### src/fcpwm_pkg.sv
package fcpwm_pkg;
	localparam int NUM_CH = 4;
	localparam int DATA_W = 8;
	localparam int PRESCALE_W = 7;
	localparam int SCALE_W = 8;
	localparam int PRE_CODE_W = 3;

	localparam logic [7:0] OFF_CLOCK_AND_CONCAT = 8'h40;
	localparam logic [7:0] OFF_CLOCK_SELECT_POLARITY = 8'h41;
	localparam logic [7:0] OFF_CHANNEL_ENABLE = 8'h42;
	localparam logic [7:0] OFF_ALIGN_CONTROL = 8'h43;
	localparam logic [7:0] OFF_SCALE_A = 8'h44;
	localparam logic [7:0] OFF_SCALE_B = 8'h45;
	localparam logic [7:0] OFF_PORT_DATA = 8'h46;
	localparam logic [7:0] OFF_PORT_DIRECTION = 8'h47;
	localparam logic [7:0] OFF_COUNTER0 = 8'h48;
	localparam logic [7:0] OFF_PERIOD0 = 8'h4c;
	localparam logic [7:0] OFF_DUTY0 = 8'h50;

	localparam int JOIN_UPPER_PAIR_BIT = 7;
	localparam int JOIN_LOWER_PAIR_BIT = 6;
	localparam int CLOCK_A_PRESCALE_LSB = 3;
	localparam int CLOCK_B_PRESCALE_LSB = 0;
	localparam int SCALED_SELECT_LSB = 4;
	localparam int POLARITY_LSB = 0;
	localparam int CENTER_ALIGN_SELECT_BIT = 0;

	localparam logic [7:0] CLOCK_AND_CONCAT_RST = 8'h00;
	localparam logic [7:0] CLOCK_SELECT_POLARITY_RST = 8'h00;
	localparam logic [3:0] CHANNEL_ENABLE_RST = 4'h0;
	localparam logic [7:0] ALIGN_CONTROL_RST = 8'h00;
	localparam logic [7:0] SCALE_RST = 8'h00;
	localparam logic [3:0] PORT_DATA_RST = 4'h0;
	localparam logic [3:0] PORT_DIRECTION_RST = 4'h0;
	localparam logic [7:0] COUNTER_RST = 8'h00;
	localparam logic [7:0] PERIOD_RST = 8'hff;
	localparam logic [7:0] DUTY_RST = 8'hff;
endpackage

### src/fcpwm_top.sv
// The implementer's own choice: the strobed register port.
`timescale 1ns/10ps
`default_nettype none
module fcpwm_top #(
	parameter int NUM_CH = fcpwm_pkg::NUM_CH
) (
	input wire logic i_ref_clk,
	input wire logic i_rst,
	input wire logic i_ce,
	input wire logic [7:0] i_addr,
	input wire logic [7:0] i_wdata,
	input wire logic i_wr,
	input wire logic i_rd,
	output logic [7:0] o_rdata,
	input wire logic [3:0] i_pin_in,
	output logic [3:0] o_pin_out,
	output logic [3:0] o_pin_oe_n
);
	logic [7:0] clock_and_concat_q;
	logic [7:0] clock_select_polarity_q;
	logic [3:0] channel_enable_q;
	logic [7:0] align_control_q;
	logic [7:0] scale_a_q;
	logic [7:0] scale_b_q;
	logic [3:0] port_data_q;
	logic [3:0] port_direction_bits_q;
	logic [3:0] pin_meta_q;
	logic [3:0] pin_sync_q;
	logic [7:0] rdata_q;
	logic [3:0] pin_out_q;
	logic [3:0] pin_oe_n_q;

	logic [7:0] buf_per_q [NUM_CH];
	logic [7:0] buf_dty_q [NUM_CH];
	logic [7:0] act_per_q [NUM_CH];
	logic [7:0] act_dty_q [NUM_CH];
	logic [7:0] cnt_q [NUM_CH];
	logic up_q [NUM_CH];
	logic run_q [NUM_CH];
	logic wave_q [NUM_CH];

	logic wr_cnt [NUM_CH];
	logic wr_per [NUM_CH];
	logic wr_dty [NUM_CH];
	logic cnt_clr [NUM_CH];
	logic tick [NUM_CH];
	logic adv [NUM_CH];
	logic roll [NUM_CH];
	logic idle [NUM_CH];
	logic en_eff [NUM_CH];
	logic up_nx [NUM_CH];
	logic wav [NUM_CH];
	logic [7:0] cnt_nx [NUM_CH];
	logic [7:0] per_in [NUM_CH];
	logic [7:0] dty_in [NUM_CH];
	logic [3:0] run_vec;
	logic [3:0] drive_vec;

	logic tick_a;
	logic tick_b;
	logic tick_sa;
	logic tick_sb;
	logic center_align_select;
	logic join_lower_pair;
	logic join_upper_pair;
	logic [2:0] cnt_hit;
	logic [2:0] per_hit;
	logic [2:0] dty_hit;
	logic [7:0] rd_mux;
	logic load_a;
	logic load_b;
	logic [7:0] scale_a_in;
	logic [7:0] scale_b_in;

	// Returns {hit, index} for a block of four byte registers
	function automatic logic [2:0] grp_hit(input logic [7:0] a, input logic [7:0] base);
		logic [7:0] d;
		d = a - base;
		return {d < 8'h04, d[1:0]};
	endfunction

	// Returns {rollover, next direction, next count}
	function automatic logic [17:0] step(input logic [15:0] cnt, input logic [15:0] per,
		input logic up, input logic center);
		logic [15:0] inc;
		logic [15:0] dec;
		logic [17:0] r;
		inc = cnt + 16'h0001;
		dec = cnt - 16'h0001;
		r = {1'b0, up, inc};
		if (!center) begin
			if (cnt >= per) begin
				r = {1'b1, 1'b1, 16'h0000};
			end
		end else if (per == 16'h0000) begin
			r = {1'b1, 1'b1, 16'h0000};
		end else if (up) begin
			if (cnt >= per) begin
				r = {1'b0, 1'b0, dec};
			end
		end else begin
			r = {dec == 16'h0000, dec == 16'h0000, dec};
		end
		return r;
	endfunction

	assign join_upper_pair = clock_and_concat_q[fcpwm_pkg::JOIN_UPPER_PAIR_BIT];
	assign join_lower_pair = clock_and_concat_q[fcpwm_pkg::JOIN_LOWER_PAIR_BIT];
	assign center_align_select = align_control_q[fcpwm_pkg::CENTER_ALIGN_SELECT_BIT];
	assign cnt_hit = grp_hit(i_addr, fcpwm_pkg::OFF_COUNTER0);
	assign per_hit = grp_hit(i_addr, fcpwm_pkg::OFF_PERIOD0);
	assign dty_hit = grp_hit(i_addr, fcpwm_pkg::OFF_DUTY0);
	// Scaler reload takes the byte being written, not the register's old value
	assign load_a = i_wr && (i_addr == fcpwm_pkg::OFF_SCALE_A);
	assign load_b = i_wr && (i_addr == fcpwm_pkg::OFF_SCALE_B);
	assign scale_a_in = load_a ? i_wdata : scale_a_q;
	assign scale_b_in = load_b ? i_wdata : scale_b_q;

	// Keep the prescaler alive until every run gate has closed on a tick
	assign run_vec = {run_q[3], run_q[2], run_q[1], run_q[0]};

	fcpwm_clkgen #(
		.PRE_W(fcpwm_pkg::PRESCALE_W),
		.SC_W(fcpwm_pkg::SCALE_W)
	) u_clkgen (
		.i_ref_clk(i_ref_clk),
		.i_rst(i_rst),
		.i_ce(i_ce),
		.i_run((|channel_enable_q) | (|run_vec)),
		.i_pre_a(clock_and_concat_q[fcpwm_pkg::CLOCK_A_PRESCALE_LSB +: 3]),
		.i_pre_b(clock_and_concat_q[fcpwm_pkg::CLOCK_B_PRESCALE_LSB +: 3]),
		.i_scale_a(scale_a_in),
		.i_scale_b(scale_b_in),
		.i_load_a(load_a),
		.i_load_b(load_b),
		.o_tick_a(tick_a),
		.o_tick_b(tick_b),
		.o_tick_sa(tick_sa),
		.o_tick_sb(tick_sb)
	);

	for (genvar c = 0; c < NUM_CH; c++) begin : g_dec
		assign wr_cnt[c] = i_wr & cnt_hit[2] & (cnt_hit[1:0] == 2'(c));
		assign wr_per[c] = i_wr & per_hit[2] & (per_hit[1:0] == 2'(c));
		assign wr_dty[c] = i_wr & dty_hit[2] & (dty_hit[1:0] == 2'(c));
		assign per_in[c] = wr_per[c] ? i_wdata : buf_per_q[c];
		assign dty_in[c] = wr_dty[c] ? i_wdata : buf_dty_q[c];
	end

	// Pair p: channel 2p is the high byte, channel 2p+1 the low byte
	for (genvar p = 0; p < 2; p++) begin : g_pair
		localparam int H = 2 * p;
		localparam int L = 2 * p + 1;
		logic jn;
		logic base_tk;
		logic scaled_tk;
		logic sel_h;
		logic sel_l;
		logic [15:0] hc;
		logic [15:0] hp;
		logic [15:0] hd;
		logic [17:0] hs;
		logic [17:0] ls;

		assign jn = (p == 0) ? join_lower_pair : join_upper_pair;
		assign base_tk = (p == 0) ? tick_a : tick_b;
		assign scaled_tk = (p == 0) ? tick_sa : tick_sb;
		// Joined pair runs from the low channel's clock select
		assign sel_l = clock_select_polarity_q[fcpwm_pkg::SCALED_SELECT_LSB + L];
		assign sel_h = jn ? sel_l
			: clock_select_polarity_q[fcpwm_pkg::SCALED_SELECT_LSB + H];
		// Select is not retimed: a change mid-period may bend one pulse
		assign tick[H] = sel_h ? scaled_tk : base_tk;
		assign tick[L] = sel_l ? scaled_tk : base_tk;
		assign en_eff[H] = channel_enable_q[H];
		assign en_eff[L] = channel_enable_q[L] & ~jn;

		assign hc = jn ? {cnt_q[H], cnt_q[L]} : {8'h00, cnt_q[H]};
		assign hp = jn ? {act_per_q[H], act_per_q[L]} : {8'h00, act_per_q[H]};
		assign hd = jn ? {act_dty_q[H], act_dty_q[L]} : {8'h00, act_dty_q[H]};
		assign hs = step(hc, hp, up_q[H], center_align_select);
		assign ls = step({8'h00, cnt_q[L]}, {8'h00, act_per_q[L]}, up_q[L],
			center_align_select);

		assign adv[H] = run_q[H] & tick[H];
		assign adv[L] = jn ? adv[H] : run_q[L] & tick[L];
		assign roll[H] = adv[H] & hs[17];
		assign roll[L] = jn ? roll[H] : adv[L] & ls[17];
		assign cnt_nx[H] = jn ? hs[15:8] : hs[7:0];
		assign cnt_nx[L] = jn ? hs[7:0] : ls[7:0];
		assign up_nx[H] = hs[16];
		assign up_nx[L] = jn ? hs[16] : ls[16];
		assign idle[H] = ~en_eff[H];
		assign idle[L] = jn ? idle[H] : ~en_eff[L];
		// Writing either byte of a joined counter restarts the whole 16-bit count
		assign cnt_clr[H] = wr_cnt[H] | (jn & wr_cnt[L]);
		assign cnt_clr[L] = wr_cnt[L] | (jn & wr_cnt[H]);
		// Output sits at polarity until count passes duty
		assign wav[H] = clock_select_polarity_q[fcpwm_pkg::POLARITY_LSB + H]
			^ (hc > hd);
		assign wav[L] = clock_select_polarity_q[fcpwm_pkg::POLARITY_LSB + L]
			^ (cnt_q[L] > act_dty_q[L]);
	end

	for (genvar c = 0; c < NUM_CH; c++) begin : g_chan
		always_ff @(posedge i_ref_clk) begin
			if (i_rst) begin
				buf_per_q[c] <= fcpwm_pkg::PERIOD_RST;
				buf_dty_q[c] <= fcpwm_pkg::DUTY_RST;
				act_per_q[c] <= fcpwm_pkg::PERIOD_RST;
				act_dty_q[c] <= fcpwm_pkg::DUTY_RST;
				cnt_q[c] <= fcpwm_pkg::COUNTER_RST;
				up_q[c] <= 1'b1;
				run_q[c] <= 1'b0;
				wave_q[c] <= 1'b0;
			end else if (i_ce) begin
				if (wr_per[c]) begin
					buf_per_q[c] <= i_wdata;
				end
				if (wr_dty[c]) begin
					buf_dty_q[c] <= i_wdata;
				end
				if (cnt_clr[c]) begin
					cnt_q[c] <= fcpwm_pkg::COUNTER_RST;
					up_q[c] <= 1'b1;
					act_per_q[c] <= per_in[c];
					act_dty_q[c] <= dty_in[c];
				end else begin
					if (adv[c]) begin
						cnt_q[c] <= cnt_nx[c];
						up_q[c] <= up_nx[c];
					end
					if (roll[c] | idle[c]) begin
						act_per_q[c] <= per_in[c];
						act_dty_q[c] <= dty_in[c];
					end
				end
				// Gate opens and closes only on the channel's own tick
				if (tick[c]) begin
					run_q[c] <= en_eff[c];
				end
				wave_q[c] <= wav[c];
			end
		end
		assign drive_vec[c] = en_eff[c] & run_q[c];
	end

	always_ff @(posedge i_ref_clk) begin
		if (i_rst) begin
			clock_and_concat_q <= fcpwm_pkg::CLOCK_AND_CONCAT_RST;
			clock_select_polarity_q <= fcpwm_pkg::CLOCK_SELECT_POLARITY_RST;
			channel_enable_q <= fcpwm_pkg::CHANNEL_ENABLE_RST;
			align_control_q <= fcpwm_pkg::ALIGN_CONTROL_RST;
			scale_a_q <= fcpwm_pkg::SCALE_RST;
			scale_b_q <= fcpwm_pkg::SCALE_RST;
			port_data_q <= fcpwm_pkg::PORT_DATA_RST;
			port_direction_bits_q <= fcpwm_pkg::PORT_DIRECTION_RST;
		end else if (i_ce && i_wr) begin
			case (i_addr)
				fcpwm_pkg::OFF_CLOCK_AND_CONCAT: begin
					clock_and_concat_q <= i_wdata;
				end
				fcpwm_pkg::OFF_CLOCK_SELECT_POLARITY: begin
					clock_select_polarity_q <= i_wdata;
				end
				fcpwm_pkg::OFF_CHANNEL_ENABLE: begin
					channel_enable_q <= i_wdata[3:0];
				end
				fcpwm_pkg::OFF_ALIGN_CONTROL: begin
					align_control_q <= {7'h00, i_wdata[fcpwm_pkg::CENTER_ALIGN_SELECT_BIT]};
				end
				fcpwm_pkg::OFF_SCALE_A: begin
					scale_a_q <= i_wdata;
				end
				fcpwm_pkg::OFF_SCALE_B: begin
					scale_b_q <= i_wdata;
				end
				fcpwm_pkg::OFF_PORT_DATA: begin
					port_data_q <= i_wdata[3:0];
				end
				fcpwm_pkg::OFF_PORT_DIRECTION: begin
					port_direction_bits_q <= i_wdata[3:0];
				end
				default: begin
				end
			endcase
		end
	end

	always_comb begin
		rd_mux = 8'h00;
		if (cnt_hit[2]) begin
			rd_mux = cnt_q[cnt_hit[1:0]];
		end else if (per_hit[2]) begin
			rd_mux = buf_per_q[per_hit[1:0]];
		end else if (dty_hit[2]) begin
			rd_mux = buf_dty_q[dty_hit[1:0]];
		end else begin
			case (i_addr)
				fcpwm_pkg::OFF_CLOCK_AND_CONCAT: rd_mux = clock_and_concat_q;
				fcpwm_pkg::OFF_CLOCK_SELECT_POLARITY: rd_mux = clock_select_polarity_q;
				fcpwm_pkg::OFF_CHANNEL_ENABLE: rd_mux = {4'h0, channel_enable_q};
				fcpwm_pkg::OFF_ALIGN_CONTROL: rd_mux = align_control_q;
				fcpwm_pkg::OFF_SCALE_A: rd_mux = scale_a_q;
				fcpwm_pkg::OFF_SCALE_B: rd_mux = scale_b_q;
				fcpwm_pkg::OFF_PORT_DATA: rd_mux = {4'h0, pin_sync_q};
				fcpwm_pkg::OFF_PORT_DIRECTION: rd_mux = {4'h0, port_direction_bits_q};
				default: rd_mux = 8'h00;
			endcase
		end
	end

	// Pins are synchronised before software sees them
	always_ff @(posedge i_ref_clk) begin
		if (i_rst) begin
			pin_meta_q <= 4'h0;
			pin_sync_q <= 4'h0;
			rdata_q <= 8'h00;
			pin_out_q <= 4'h0;
			pin_oe_n_q <= 4'hf;
		end else if (i_ce) begin
			pin_meta_q <= i_pin_in;
			pin_sync_q <= pin_meta_q;
			rdata_q <= i_rd ? rd_mux : 8'h00;
			for (int c = 0; c < NUM_CH; c++) begin
				pin_out_q[c] <= drive_vec[c] ? wave_q[c] : port_data_q[c];
				pin_oe_n_q[c] <= ~(en_eff[c] | port_direction_bits_q[c]);
			end
		end
	end

	assign o_rdata = rdata_q;
	assign o_pin_out = pin_out_q;
	assign o_pin_oe_n = pin_oe_n_q;
endmodule
`default_nettype wire

### src/fcpwm_clkgen.sv
`timescale 1ns/10ps
`default_nettype none
module fcpwm_clkgen #(
	parameter int PRE_W = fcpwm_pkg::PRESCALE_W,
	parameter int SC_W = fcpwm_pkg::SCALE_W
) (
	input wire logic i_ref_clk,
	input wire logic i_rst,
	input wire logic i_ce,
	input wire logic i_run,
	input wire logic [2:0] i_pre_a,
	input wire logic [2:0] i_pre_b,
	input wire logic [SC_W-1:0] i_scale_a,
	input wire logic [SC_W-1:0] i_scale_b,
	input wire logic i_load_a,
	input wire logic i_load_b,
	output logic o_tick_a,
	output logic o_tick_b,
	output logic o_tick_sa,
	output logic o_tick_sb
);
	logic [PRE_W-1:0] pre_q;
	logic [SC_W-1:0] scnt_q [2];
	logic half_q [2];
	logic src_tick [2];
	logic [SC_W-1:0] scale [2];
	logic load [2];
	logic stick [2];

	function automatic logic pre_hit(input logic [PRE_W-1:0] cnt, input logic [2:0] code);
		logic [PRE_W-1:0] m;
		m = ~({PRE_W{1'b1}} << code);
		return (cnt & m) == m;
	endfunction

	// Prescaler halts and clears while nothing runs, saving power
	always_ff @(posedge i_ref_clk) begin
		if (i_rst) begin
			pre_q <= '0;
		end else if (i_ce) begin
			pre_q <= i_run ? pre_q + 1'b1 : '0;
		end
	end

	assign o_tick_a = i_run & pre_hit(pre_q, i_pre_a);
	assign o_tick_b = i_run & pre_hit(pre_q, i_pre_b);
	assign src_tick[0] = o_tick_a;
	assign src_tick[1] = o_tick_b;
	assign scale[0] = i_scale_a;
	assign scale[1] = i_scale_b;
	assign load[0] = i_load_a;
	assign load[1] = i_load_b;

	// Down counter reloads at zero; every second reload gives one scaled tick
	for (genvar g = 0; g < 2; g++) begin : g_scaler
		always_ff @(posedge i_ref_clk) begin
			if (i_rst) begin
				scnt_q[g] <= '0;
				half_q[g] <= 1'b0;
			end else if (i_ce) begin
				if (load[g]) begin
					scnt_q[g] <= scale[g];
					half_q[g] <= 1'b0;
				end else if (src_tick[g]) begin
					if (scnt_q[g] == '0) begin
						scnt_q[g] <= scale[g];
						half_q[g] <= ~half_q[g];
					end else begin
						scnt_q[g] <= scnt_q[g] - 1'b1;
					end
				end
			end
		end
		assign stick[g] = src_tick[g] & (scnt_q[g] == '0) & half_q[g];
	end

	assign o_tick_sa = stick[0];
	assign o_tick_sb = stick[1];
endmodule
`default_nettype wire

### config.mk
export PLATFORM = sky130hd
export DESIGN_NAME = fcpwm_top
export DESIGN_NICKNAME = d
export VERILOG_FILES = /design/src/fcpwm_pkg.sv /design/src/fcpwm_top.sv /design/src/fcpwm_clkgen.sv
export SDC_FILE = /design/constraint.sdc
export NUM_CORES = 1
export LEC_CHECK = 0
export BUFFER_PORTS_ARGS = -buffer_cell sky130_fd_sc_hd__buf_2
export CELL_PAD_IN_SITES_DETAIL_PLACEMENT = 1
export CELL_PAD_IN_SITES_GLOBAL_PLACEMENT = 1
export CORE_ASPECT_RATIO = 1.1
export CORE_MARGIN = 1.5
export CORE_UTILIZATION = 30
export CTS_CLUSTER_SIZE = 30
export DETAILED_ROUTE_END_ITERATION = 6
export PLACE_DENSITY_LB_ADDON = 0.25
export SLEW_MARGIN = 40
export SYNTH_ARGS = -nofsm -noshare
export SYNTH_HDL_FRONTEND = slang
export SYNTH_SLANG_ARGS = --single-unit
### constraint.sdc
create_clock -name i_ref_clk -period 6.6 [get_ports i_ref_clk]
set_input_delay 0.33 -clock i_ref_clk [delete_from_list [all_inputs] [get_ports i_ref_clk]]
set_output_delay 0.33 -clock i_ref_clk [all_outputs]
set_load 0.01 [all_outputs]
==> out/metrics.yaml <==
drt:
  drt_iter0_drc: 1326
  firstDrtPassIters: 5
  via_count: 16500
  wl_per_cell_um: 25.0
  viasPerCell: 5.70
  drtAntennaViolNets: 0
  wl_mm: 72.4
  drc: 0
placement:
  dp_cells: 2833
  placed_area_sq_mm: 0.0200
  place.gp.congestion: 0.873
  io_buffers: 40
  dp_hpwl_mm: 53.6
synthesis:
  synthCells: 2056
  synth_nets: 2195
  async_reset_ff_frac: 0
  synth_flop_cell: "edfxtp_1"
  synth_area_sq_mm: 0.0190
  synth_area_per_cell_sq_um: 9.24
  ys_seq_area_frac: 0.380
  yosysWarnings: 0
  ys_ff_latch: 266
  synthDistinctLibCells: 92
  synth_edf_count: 189
worst_setup_path:
  endpoint_kind: "flop"
  cp-start-kind: "flop"
  r2r-start: "clock_and_concat_q[6]$_SDFFE_PP0P_"
  required_ns: 6.81
  crit_buf_inv: 1
  cp_slowest_cell: "dfxtp_4"
  worstSetupPathType: "flop to flop"
  cp-startpoint: "clock_and_concat_q[6]$_SDFFE_PP0P_"
  crit_fanout: 46
  crit_family: "compound AO/OA/AOI/OAI gates"
  cp.arrival_ns: 4.98
  crit_path_cell_trace: "buf_4 > mux2i_1 > ha_1 > o221ai_1 > nor3_1 > o2111ai_1 > nor4_1 > a221oi_2 > nand2_1 > a21o_1"
  max_stage_delay_ns: 0.70
global_routing:
  grt_pass1_wl_mm: 109
  grt-ovfl-total: 0
  globalRouteTotalUtil: 0.221
  grt_pass1_vias: 17000
  grt_max_degree: 61
  antenna_found_initial: 1
floorplanning:
  start_util: 0.304
  fp.dieW_um: 243
  die-area_sq_mm: 0.0648
  std_cell_rows: 96
  ioPinCount: 41
  core_sq_mm: 0.0625
  die_h_um: 267
clock_network:
  cts_root_buf: "clkbuf_16"
  numCtsBuffers: 31
  clk_latency_ns: 0.60
  clk_path_buf_depth: 3
  cts_sinks: 266
  cts-htree-levels: 1
  cts_tree: "done"
  post_cts_resized: 0
  path_clk_slew_ns: 0.06
finish:
  post-route-util: 0.338
  final_area_sq_mm: 0.0211
  nets: 2176
  area_delta_synth_final_pct: 11.2
  drive_gt1_frac: 0.115
  stdcell_count: 2895
  antenna_cells: 0
pwr:
  leakage_uw: 0.00771
  powerDensity_mw_per_mm2: 203
  p_int_uw: 3090
  power_uw: 4290
  clkPwrFrac: 0.420
  peakVddDrop_uv: 211
  p_sw_uw: 1200
  seq_power_share: 0.456
  pwr-share-comb: 0.124
  switching_share: 0.280
sta:
  maxSlewHeadroom: 0.407
  finalSetupViolations: 0
  finalClockSkew_ns: 0.0254
  slew_viol_final: 0
  period_needed_ns: 4.77
  finalCritPeriodShare: 0.722
  tightest_slew_ns: 0.887
  rsz0062_at_grt: "no"
  finalHoldViolCount: 0
  tns_ns: 0
  fmax_ghz: 0.210
worst_hold_path:
  holdCritStartpoint: "i_rd"
  worstHoldPathType: "input port to flop"
outcome:
  run_status: "finished clean"
run:
  maxCapViolations: 0
[what timing repair did]
item / in CTS / in global routing
buffers inserted: 0 / 0
endpoints found under the hold margin: 4 / 0
hold buffers: 4 / 0
[cells in the mapped netlist (10+ instances only)]
| cell type | n | area share |
|---|---|---|
| nand4_1 | 18 | 0.0059 |
| mux4_2 | 29 | 0.034 |
| inv_1 | 90 | 0.018 |
| xor2_1 | 27 | 0.012 |
| nor4_1 | 19 | 0.0063 |
| nand3_1 | 103 | 0.027 |
| a21o_1 | 35 | 0.014 |
| nand2b_1 | 16 | 0.0053 |
| and2_1 | 25 | 0.0082 |
| nand2_1 | 272 | 0.054 |
| nand2_2 | 19 | 0.0063 |
| xnor2_1 | 31 | 0.014 |
| a221oi_1 | 13 | 0.0060 |
| nor3_1 | 45 | 0.012 |
| or3_1 | 17 | 0.0056 |
| clkbuf_1 | 103 | 0.020 |
| nand3b_1 | 10 | 0.0040 |
| a211oi_1 | 33 | 0.013 |
| o22ai_1 | 29 | 0.0095 |
| ha_1 | 114 | 0.075 |
| buf_2 | 14 | 0.0037 |
| o21ai_0 | 76 | 0.020 |
| o221ai_1 | 17 | 0.0078 |
| and3_1 | 24 | 0.0079 |
| dfxtp_1 | 77 | 0.081 |
| a21oi_1 | 104 | 0.027 |
| buf_1 | 11 | 0.0022 |
| nor2b_1 | 14 | 0.0046 |
| nor2_1 | 143 | 0.028 |
| mux2i_1 | 140 | 0.074 |
| edfxtp_1 | 189 | 0.30 |
| a221o_1 | 13 | 0.0068 |
[worst min-delay path, delay by kind of cell]
family / cells / cell delay [ns]
buf+inv: 1 / 0.11
simple gates: 1 / 0.08
compound gates: 1 / 0.06
[metal layers]
layer / share of wire / up-vias / track usage
li1: - / 7577 / -
met5: 0.00011 / - / 0
met2: 0.48 / 466 / 0.376
met3: 0.049 / 119 / 0.0211
met1: 0.44 / 8339 / 0.290
met4: 0.036 / 2 / 0.0789
[cell families after synthesis]
group	synth area share
simple gates	0.200
flops	0.380
buf+inv	0.0482
xor+xnor	0.0267
compound gates	0.157
fa+ha+maj	0.0751
mux	0.113
[stage by stage]
step                      hold WS [ns]  worst slack (ns)
after CTS                       0.0180              1.87
final                           0.0497              1.83
after floorplan                  0.427              1.13
after global routing            0.0371              1.50
after detailed placement         0.444              1.89
after global placement           0.430              1.98
[path summary, 6_finish.rpt]
kind	endpoint	slack, ns	cells after the start
min	o_rdata[0]$_SDFFE_PP0P_	0.05	3
min reg2reg	o_rdata[2]$_SDFFE_PP0P_	0.46	1
max	act_dty_q[0][5]$_DFFE_PP_	1.83	10
max reg2reg	act_dty_q[0][5]$_DFFE_PP_	1.83	10
[registers in the layout, indices dropped and copies added (netlist names), 16 cells and up]
| name | flops |
|---|---|
| u_clkgen.scnt_q | 16 |
| act_dty_q | 32 |
| buf_per_q | 32 |
| act_per_q | 32 |
| buf_dty_q | 32 |
| cnt_q | 32 |
[cell usage in the layout (no fill, tap or decap), types with 27 or more instances in the layout]
master | synthesis | routed
mux2i_1 | 140 | 140
buf_4 | 4 | 41
buf_2 | 14 | 39
xor2_1 | 27 | 27
a211oi_1 | 33 | 33
nor2_1 | 143 | 135
nand3_1 | 103 | 103
inv_1 | 90 | 90
a21oi_1 | 104 | 104
xnor2_1 | 31 | 31
o21ai_0 | 76 | 74
mux4_2 | 29 | 29
nand2_1 | 272 | 272
o22ai_1 | 29 | 28
nor3_1 | 45 | 42
edfxtp_1 | 189 | 189
a21o_1 | 35 | 35
dfxtp_1 | 77 | 75
ha_1 | 114 | 114
clkbuf_16 | 0 | 31
[final cells by class]
cell class | instances | area, sq um
Fill cell | 7234 | 41300
Inverter | 90 | 338
Clock buffer | 40 | 830
Tap cell | 833 | 1040
Clock inverter | 18 | 210
Sequential cell | 266 | 7220
Timing Repair Buffer | 85 | 563
Multi-Input combinational cell | 1563 | 10900
[power groups by stage]
stage / sequential [uW] / combinational, uW / clock, uW
finish: 1960 / 531 / 1800
global route: 1960 / 577 / 1890
CTS: 1950 / 527 / 1840
detailed placement: 1990 / 522 / 0
global placement: 1990 / 510 / 0
floorplan: 1930 / 353 / 0
(Power assumes the default switching activity.)
